--- config.mk ---
export PLATFORM = sky130hd
export DESIGN_NAME = pllcg_top
export DESIGN_NICKNAME = d
export VERILOG_FILES = /design/src/pkg/pllcg_pkg.sv /design/src/core/pllcg_top.sv
export SDC_FILE = /design/constraint.sdc
export NUM_CORES = 1
export LEC_CHECK = 0
export BUFFER_PORTS_ARGS = -buffer_cell sky130_fd_sc_hd__buf_2
export CELL_PAD_IN_SITES_DETAIL_PLACEMENT = 0
export CELL_PAD_IN_SITES_GLOBAL_PLACEMENT = 2
export CORE_MARGIN = 8
export CORE_UTILIZATION = 29
export DETAILED_ROUTE_END_ITERATION = 6
export GPL_TIMING_DRIVEN = 0
export PLACE_DENSITY = 0.87
export RECOVER_POWER = 25
export SYNTH_ARGS = -nofsm -noshare
export SYNTH_HDL_FRONTEND = slang
export SYNTH_SLANG_ARGS = --single-unit
--- constraint.sdc ---
create_clock -name clk -period 2.4 [get_ports clk]
set_clock_uncertainty 0.05 [all_clocks]
set_input_delay 0.36 -clock clk [delete_from_list [all_inputs] [get_ports clk]]
set_output_delay 0.36 -clock clk [all_outputs]
set_load 0.02 [all_outputs]
--- src/pkg/pllcg_pkg.sv ---
package pllcg_pkg;

  // ***************************************************
  // register map
  // ***************************************************
  localparam logic [7:0] PLLCG_CTRL_OFS  = 8'h00;
  localparam logic [7:0] PLLCG_BW_OFS    = 8'h04;
  localparam logic [7:0] PLLCG_PROG_OFS  = 8'h08;
  localparam logic [7:0] PLLCG_BRK_OFS   = 8'h0C;

  // ***************************************************
  // field positions
  // ***************************************************
  localparam int CTRL_IE_BIT   = 7;
  localparam int CTRL_FLAG_BIT = 6;
  localparam int CTRL_EN_BIT   = 5;
  localparam int CTRL_SEL_BIT  = 4;
  localparam int BW_AUTO_BIT   = 7;
  localparam int BW_LOCK_BIT   = 6;
  localparam int BW_TRK_BIT    = 5;
  localparam int BRK_CLREN_BIT = 7;
  localparam int PROG_RATIO_HI = 7;
  localparam int PROG_RATIO_LO = 4;
  localparam int PROG_RANGE_HI = 3;
  localparam int PROG_RANGE_LO = 0;

  // ***************************************************
  // reset values and fixed patterns
  // ***************************************************
  localparam logic [3:0] RATIO_RESET     = 4'h6;
  localparam logic [3:0] RANGE_RESET     = 4'h6;
  localparam logic [3:0] NIBBLE_ZERO     = 4'h0;
  localparam logic [3:0] RATIO_ONE       = 4'h1;
  localparam logic [3:0] CTRL_UNUSED_RD  = 4'hF;
  localparam int         SWITCH_EDGES_DEF = 3;

  // ***************************************************
  // carriers
  // ***************************************************
  typedef struct packed {
    logic lock_window;   // error below lock entry tolerance
    logic track_window;  // error below tracking entry tolerance
  } pllcg_detect_t;

  typedef struct packed {
    logic stop_mode;
    logic wait_mode;
    logic break_state;
  } pllcg_mode_t;

  typedef enum logic [0:0] {
    CK_RUN,
    CK_SWITCH
  } pllcg_sel_state_t;

endpackage : pllcg_pkg

--- src/core/pllcg_top.sv ---
// Chosen here: the register addresses and the APB register port.
`timescale 1ns/1ns
module pllcg_top
  import pllcg_pkg::*;
#(
  parameter int SWITCH_EDGES = SWITCH_EDGES_DEF
) (
  // clock and reset
  input  wire logic          clk,
  input  wire logic          resetn,
  // apb slave
  input  wire logic          psel,
  input  wire logic          penable,
  input  wire logic          pwrite,
  input  wire logic [7:0]    paddr,
  input  wire logic [31:0]   pwdata,
  output logic      [31:0]   prdata,
  output logic               pready,
  output logic               pslverr,
  // source clocks, sampled as plain inputs
  input  wire logic          crystal_clock,
  input  wire logic          vco_clock,
  // analog loop and mode inputs
  input  wire pllcg_detect_t detect,
  input  wire pllcg_mode_t   mode,
  // outputs
  output logic               crystal_clock_out,
  output logic               base_clock_out,
  output logic               pll_irq,
  output logic               pll_active,
  output logic [3:0]         feedback_n,
  output logic [3:0]         vco_range
);

  // the switch counters are four bits wide
  if (SWITCH_EDGES < 1 || SWITCH_EDGES > 15) begin : g_bad_edges
    $error("SWITCH_EDGES out of range");
  end

  // ***************************************************
  // registers
  // ***************************************************
  logic             irq_enable_r;
  logic             pll_change_flag_r;
  logic             pll_enable_r;
  logic             base_clock_select_r;
  logic             auto_r;
  logic             manual_trk_r;
  logic             break_flag_clear_enable_r;
  logic [3:0]       feedback_ratio_r;
  logic [3:0]       range_r;
  logic             lock_r;
  logic             lock_q_r;
  logic             track_r;
  logic             rd_flag_r;
  logic             xtal_q_r;
  logic             vco_q_r;
  logic             active_src_r;
  logic [3:0]       xtal_cnt_r;
  logic [3:0]       vco_cnt_r;
  pllcg_sel_state_t sel_state_r;

  // ***************************************************
  // bus decode
  // ***************************************************
  logic setup;
  logic access;
  logic wr;
  logic rd;
  logic hit_ctrl;
  logic hit_bw;
  logic hit_prog;
  logic hit_brk;
  logic mapped;
  logic range_zero;
  logic protect_flag;

  assign setup        = psel & ~penable;
  assign access       = psel & penable & pready;
  assign wr           = access & pwrite;
  assign rd           = access & ~pwrite;
  assign hit_ctrl     = (paddr == PLLCG_CTRL_OFS);
  assign hit_bw       = (paddr == PLLCG_BW_OFS);
  assign hit_prog     = (paddr == PLLCG_PROG_OFS);
  assign hit_brk      = (paddr == PLLCG_BRK_OFS);
  assign mapped       = hit_ctrl | hit_bw | hit_prog | hit_brk;
  assign range_zero   = (range_r == NIBBLE_ZERO);
  assign protect_flag = mode.break_state & ~break_flag_clear_enable_r;

  logic [7:0] ctrl_rd;
  logic [7:0] bw_rd;
  always_comb begin
    ctrl_rd = {irq_enable_r & auto_r,
               pll_change_flag_r & auto_r,
               pll_enable_r, base_clock_select_r, CTRL_UNUSED_RD};
    bw_rd   = {auto_r, lock_r, auto_r ? track_r : manual_trk_r, 5'h00};
  end

  // no wait state: answer registered at the setup edge
  always_ff @(posedge clk or negedge resetn) begin
    if (!resetn) begin
      pready    <= 1'b0;
      pslverr   <= 1'b0;
      prdata    <= 32'h0000_0000;
      rd_flag_r <= 1'b0;
    end else begin
      pready    <= setup;
      pslverr   <= setup & ~mapped;
      rd_flag_r <= setup & ~pwrite & hit_ctrl & ctrl_rd[CTRL_FLAG_BIT];
      if (setup && !pwrite) begin
        prdata <= {24'h00_0000,
                   hit_ctrl ? ctrl_rd :
                   hit_bw   ? bw_rd :
                   hit_prog ? {feedback_ratio_r, range_r} :
                   hit_brk  ? {break_flag_clear_enable_r, 7'h00} : 8'h00};
      end else begin
        prdata <= 32'h0000_0000;
      end
    end
  end

  // ***************************************************
  // control register
  // ***************************************************
  // wait mode is deliberately not an input to any of this logic
  always_ff @(posedge clk or negedge resetn) begin
    if (!resetn) begin
      irq_enable_r <= 1'b0;
    end else if (wr && hit_ctrl && auto_r) begin
      irq_enable_r <= pwdata[CTRL_IE_BIT];
    end
  end

  always_ff @(posedge clk or negedge resetn) begin
    if (!resetn) begin
      base_clock_select_r <= 1'b0;
    end else if (mode.stop_mode || range_zero) begin
      base_clock_select_r <= 1'b0;
    end else if (wr && hit_ctrl) begin
      // lock is not consulted: software may select an unlocked vco
      if (pwdata[CTRL_SEL_BIT] && pll_enable_r) begin
        base_clock_select_r <= 1'b1;
      end else if (!pwdata[CTRL_SEL_BIT]) begin
        base_clock_select_r <= 1'b0;
      end
    end
  end

  always_ff @(posedge clk or negedge resetn) begin
    if (!resetn) begin
      pll_enable_r <= 1'b1;
    end else if (wr && hit_ctrl && (pwdata[CTRL_EN_BIT] || !base_clock_select_r)) begin
      pll_enable_r <= pwdata[CTRL_EN_BIT];
    end
  end

  // set wins over the read clear; only a flag actually read is cleared
  always_ff @(posedge clk or negedge resetn) begin
    if (!resetn) begin
      pll_change_flag_r <= 1'b0;
    end else if (auto_r && (lock_r != lock_q_r)) begin
      pll_change_flag_r <= 1'b1;
    end else if (rd && hit_ctrl && rd_flag_r && !protect_flag) begin
      pll_change_flag_r <= 1'b0;
    end
  end

  // ***************************************************
  // bandwidth, program and break registers
  // ***************************************************
  always_ff @(posedge clk or negedge resetn) begin
    if (!resetn) begin
      auto_r <= 1'b0;
    end else if (wr && hit_bw) begin
      auto_r <= pwdata[BW_AUTO_BIT];
    end
  end

  // in auto mode the manual value stays parked for later
  always_ff @(posedge clk or negedge resetn) begin
    if (!resetn) begin
      manual_trk_r <= 1'b0;
    end else if (wr && hit_bw && !auto_r) begin
      manual_trk_r <= pwdata[BW_TRK_BIT];
    end
  end

  always_ff @(posedge clk or negedge resetn) begin
    if (!resetn) begin
      feedback_ratio_r <= RATIO_RESET;
    end else if (wr && hit_prog && !pll_enable_r) begin
      feedback_ratio_r <= pwdata[PROG_RATIO_HI:PROG_RATIO_LO];
    end
  end

  always_ff @(posedge clk or negedge resetn) begin
    if (!resetn) begin
      range_r <= RANGE_RESET;
    end else if (wr && hit_prog && !pll_enable_r) begin
      range_r <= pwdata[PROG_RANGE_HI:PROG_RANGE_LO];
    end
  end

  always_ff @(posedge clk or negedge resetn) begin
    if (!resetn) begin
      break_flag_clear_enable_r <= 1'b0;
    end else if (wr && hit_brk) begin
      break_flag_clear_enable_r <= pwdata[BRK_CLREN_BIT];
    end
  end

  // ***************************************************
  // lock and tracking status
  // ***************************************************
  logic loop_on;
  assign loop_on = pll_enable_r & ~range_zero & ~mode.stop_mode;

  always_ff @(posedge clk or negedge resetn) begin
    if (!resetn) begin
      lock_r <= 1'b0;
    end else begin
      lock_r <= auto_r & loop_on & detect.lock_window;
    end
  end

  always_ff @(posedge clk or negedge resetn) begin
    if (!resetn) begin
      track_r <= 1'b0;
    end else begin
      track_r <= auto_r & loop_on & detect.track_window;
    end
  end

  // previous lock value, so each transition is seen once
  always_ff @(posedge clk or negedge resetn) begin
    if (!resetn) begin
      lock_q_r <= 1'b0;
    end else begin
      lock_q_r <= lock_r;
    end
  end

  always_ff @(posedge clk or negedge resetn) begin
    if (!resetn) begin
      pll_irq <= 1'b0;
    end else begin
      pll_irq <= pll_change_flag_r & irq_enable_r & auto_r & ~mode.stop_mode;
    end
  end

  // ***************************************************
  // loop programming outputs
  // ***************************************************
  always_ff @(posedge clk or negedge resetn) begin
    if (!resetn) begin
      feedback_n <= RATIO_RESET;
    end else begin
      feedback_n <= (feedback_ratio_r == NIBBLE_ZERO) ? RATIO_ONE : feedback_ratio_r;
    end
  end

  always_ff @(posedge clk or negedge resetn) begin
    if (!resetn) begin
      vco_range <= RANGE_RESET;
    end else begin
      vco_range <= range_r;
    end
  end

  always_ff @(posedge clk or negedge resetn) begin
    if (!resetn) begin
      pll_active <= 1'b0;
    end else begin
      pll_active <= loop_on;
    end
  end

  // ***************************************************
  // base clock selector
  // ***************************************************
  logic xtal_rise;
  logic vco_rise;
  logic src_rise;
  assign xtal_rise = crystal_clock & ~xtal_q_r;
  assign vco_rise  = vco_clock & ~vco_q_r;
  assign src_rise  = active_src_r ? vco_rise : xtal_rise;

  always_ff @(posedge clk or negedge resetn) begin
    if (!resetn) begin
      xtal_q_r <= 1'b0;
    end else begin
      xtal_q_r <= crystal_clock;
    end
  end

  always_ff @(posedge clk or negedge resetn) begin
    if (!resetn) begin
      vco_q_r <= 1'b0;
    end else begin
      vco_q_r <= vco_clock;
    end
  end

  // output frozen until both sources have shown enough edges,
  // trading a short stall for a glitch-free handover
  always_ff @(posedge clk or negedge resetn) begin
    if (!resetn) begin
      sel_state_r  <= CK_RUN;
      active_src_r <= 1'b0;
      xtal_cnt_r   <= 4'h0;
      vco_cnt_r    <= 4'h0;
    end else begin
      case (sel_state_r)
        CK_RUN: begin
          xtal_cnt_r <= 4'h0;
          vco_cnt_r  <= 4'h0;
          if (base_clock_select_r != active_src_r) begin
            sel_state_r <= CK_SWITCH;
          end
        end
        CK_SWITCH: begin
          if (xtal_rise && xtal_cnt_r < 4'(SWITCH_EDGES)) begin
            xtal_cnt_r <= xtal_cnt_r + 4'h1;
          end
          if (vco_rise && vco_cnt_r < 4'(SWITCH_EDGES)) begin
            vco_cnt_r <= vco_cnt_r + 4'h1;
          end
          // a stop never waits on a vco that has gone quiet
          if (mode.stop_mode ||
              (xtal_cnt_r == 4'(SWITCH_EDGES) && vco_cnt_r == 4'(SWITCH_EDGES))) begin
            active_src_r <= base_clock_select_r;
            sel_state_r  <= CK_RUN;
          end
        end
        default: begin
          sel_state_r <= CK_RUN;
        end
      endcase
    end
  end

  always_ff @(posedge clk or negedge resetn) begin
    if (!resetn) begin
      crystal_clock_out <= 1'b0;
    end else begin
      crystal_clock_out <= crystal_clock & ~mode.stop_mode;
    end
  end

  always_ff @(posedge clk or negedge resetn) begin
    if (!resetn) begin
      base_clock_out <= 1'b0;
    end else if (mode.stop_mode) begin
      base_clock_out <= 1'b0;
    end else if (sel_state_r == CK_RUN && src_rise) begin
      base_clock_out <= ~base_clock_out;
    end
  end

endmodule : pllcg_top

==> flow_metrics.env <==
export IMPL_status="finished, final reports clean"
export IMPL_synthDistinctLibCells=46
export IMPL_cts_tree="done"
export IMPL_rows=33
export IMPL_netlist_area_um2=2487
export IMPL_ioPinCount=98
export IMPL_path_depth=3
export IMPL_period_share=0.8284
export IMPL_synth_edf_count=0
export IMPL_worstReg2RegEnd="range_r[0]"
export IMPL_rsz0062_at_grt="false"
export IMPL_p_total_mw=1.737
export IMPL_die_w_um=108.6
export IMPL_dp_slack_ns=0.01648
export IMPL_grt_pass1_wl_mm=9.356
export IMPL_yosys_warnings=0
export IMPL_port_buffers=48
export IMPL_clock_sinks=53
export IMPL_ys_seq_area_frac=0.5377
export IMPL_ctsResizeCount=0
export IMPL_worstSetupPathType="flop to flop"
export IMPL_slew_violations=0
export IMPL_clock_path_buffers=2
export IMPL_antenna_found_initial=0
export IMPL_clock_root_buffer="clkbuf_8"
export IMPL_reg2reg_depth=3
export IMPL_diodes=0
export IMPL_hp_class="input port to flop"
export IMPL_critical_path_required_ns=2.54
export IMPL_cts_hold_buf=0
export IMPL_clock_latency_ns=0.30
export IMPL_rrSetupSlack_ns=0.41
export IMPL_yosysMostFrequentCell="dfrtp_1"
export IMPL_synth_top_family_by_area="simple AND/OR/NAND/NOR gates"
export IMPL_synth_common_cells="dfrtp_1 (44), buf_4 (24), mux2_2 (13), a21oi_1 (12)"
export IMPL_endpoint="range_r[0]"
export IMPL_synth_async_reset_ratio=1.000
export IMPL_crit_slowest_cell="or4bb_1"
export IMPL_numCtsBuffers=5
export IMPL_cts_setup_buffers=0
export IMPL_cpPeakStageDelay_ns=0.52
export IMPL_core_area_um2=8258
export IMPL_synth_xor_xnor_area_share=0.007042
export IMPL_synth_mux_area_frac=0.07093
export IMPL_vias=1748
export IMPL_ant_nets=0
export IMPL_finalCriticalPeriod_ns=1.988
export IMPL_finalNonFillerCells=399
export IMPL_start_util=0.3012
export IMPL_critPathLaunchType="flop"
export IMPL_die_h_um=108.6
export IMPL_syn2layout_area_growth_pct=21.68
export IMPL_max_freq_ghz=0.5030
export IMPL_synth_top_cell_area_share=0.4427
export IMPL_drt_initial_drc_count=72
export IMPL_first_pass_iters=4
export IMPL_dieArea_um2=11800
export IMPL_drive_gt1_frac=0.3707
export IMPL_syn_inst=215
export IMPL_grt_max_degree=54
export IMPL_setup_worst_path_start="pll_enable_r"
export IMPL_cp_end_kind="flop"
export IMPL_power_leakage_nw=1.468
export IMPL_grt_overflow_total=0
export IMPL_fin_ws_ns=0.4119
export IMPL_path_max_fanout=8
export IMPL_setup_viol=0
export IMPL_viasPerCell=4.381
export IMPL_place_inst=391
export IMPL_drc=0
export IMPL_path_buf_inv=0
export IMPL_drt_wirelength_per_cell_um=14.07
export IMPL_worstPathArrival_ns=2.13
export IMPL_clkTransAtPathRegs_ns=0.10
export IMPL_grt_pass1_vias=1892
export IMPL_relSlewSlack=0.1357
export IMPL_power_density_nw_per_um2=573.8
export IMPL_synthTopCellsByArea="dfrtp_1 (44%), dfstp_2 (9.5%), buf_4 (7.2%), mux2_2 (5.9%), a21oi_1 (2.4%)"
export IMPL_synthFlopType="dfrtp_1"
export IMPL_grt_use_total=0.09965
export IMPL_ir_worst_vdd_mv=0.2292
export IMPL_dp_hpwl_mm=4.352
export IMPL_synthSimpleGateAreaFrac=0.1901
export IMPL_ys_ff_latch=53
export IMPL_place_congestion=0.7637
export IMPL_fin_setup_tns_ns=0
export IMPL_rr_startpoint="pll_enable_r"
export IMPL_critical_path_top_delay_family="simple AND/OR/NAND/NOR gates"
export IMPL_synthAdderAreaFrac=0.01006
export IMPL_yosysTopAreaCell="dfrtp_1"
export IMPL_synth_compound_area_frac=0.07948
export IMPL_cts_htree_levels=2
export IMPL_fin_nets=347
export IMPL_avgSynthCellArea_um2=11.57
export IMPL_crit_chain="or4bb_1 -> nor4_4 -> mux2_2"
export IMPL_worst_slew_pin_slew_ns=1.296
export IMPL_wirelength_mm=5.613
export IMPL_cap_violations=0
export IMPL_hold_viol=0
how the worst min path moves through the flow:
stage	from	end	depth (start not counted)
6_report	crystal_clock	xtal_q_r	1
3_3_place_gp	range_r[2]	vco_range[2]	0
2_1_floorplan	resetn	active_src_r	0
5_1_grt	vco_clock	vco_q_r	1
3_5_place_dp	range_r[2]	vco_range[2]	0
4_1_cts	vco_clock	vco_q_r	1
layout by cell type, fill, tap and decap left out, types with 3 or more instances in the layout:
| master | count |
|---|---|
| nand2b_1 | 4 |
| nand3_1 | 3 |
| or2_2 | 4 |
| dfstp_1 | 4 |
| nand2_1 | 4 |
| clkbuf_8 | 5 |
| nor3b_1 | 4 |
| dfstp_2 | 5 |
| mux2i_1 | 3 |
| and2_0 | 3 |
| clkbuf_1 | 13 |
| buf_4 | 24 |
| nor3_1 | 3 |
| inv_1 | 8 |
| mux2_2 | 13 |
| o41ai_1 | 4 |
| a21oi_1 | 12 |
| nor2b_1 | 4 |
| or3b_2 | 4 |
| nand3b_1 | 6 |
| nor4_1 | 7 |
| or4_1 | 3 |
| buf_2 | 44 |
| conb_1 | 24 |
| nor2_1 | 9 |
| dfrtp_1 | 44 |
registers in the layout (all words and copies together) (netlist names), 4 cells and up:
| register | cells |
|---|---|
| feedback_n | 4 |
| xtal_cnt_r | 4 |
| feedback_ratio_r | 4 |
| vco_range | 4 |
| range_r | 4 |
| prdata | 8 |
| vco_cnt_r | 4 |
per-stage QoR:
stage | util | area [um^2] | hold slack [ns]
6_report | 0.3665 | 3027 | 0.1839
5_1_grt | 0.3665 | 3027 | 0.1788
4_1_cts | 0.3671 | 3032 | 0.1471
3_5_place_dp | 0.3567 | 2945 | 0.3278
3_3_place_gp | 0.3567 | 2945 | 0.3277
2_1_floorplan | - | 2574 | 0.01441
layer usage:
layer,track usage,share of wire,wire length (um),up-vias
met2,0.1504,0.45,2548,53
met5,0,0,0,-
met1,0.1255,0.45,2544,814
li1,-,-,-,869
met3,0.03717,0.072,402,12
met4,0.04203,0.021,117,0
area by class of cell:
type | count | area [um^2]
Inverter | 8 | 30.03
Sequential cell | 53 | 1338
Clock inverter | 2 | 13.76
Buffer | 34 | 226.5
Timing Repair Buffer | 48 | 235.2
Fill cell | 869 | 5231
Multi-Input combinational cell | 143 | 979.7
Tap cell | 105 | 131.4
Clock buffer | 6 | 72.57
power by group:
| part | internal (mW) | switching, mW | total (mW) |
|---|---|---|---|
| Sequential | 0.932 | 0.0267 | 0.958 |
| Combinational | 0.111 | 0.168 | 0.279 |
| Clock | 0.209 | 0.291 | 0.499 |
logic make-up after synthesis:
family / after synthesis
AO/OA/AOI/OAI: 28
adder cells (fa/ha/maj): 2
flip-flops: 53
buffers and inverters: 42
other: 1
multiplexers: 16
AND/OR/NAND/NOR: 71
XOR/XNOR: 2
No activity file was read; power rests on OpenSTA's default activity.
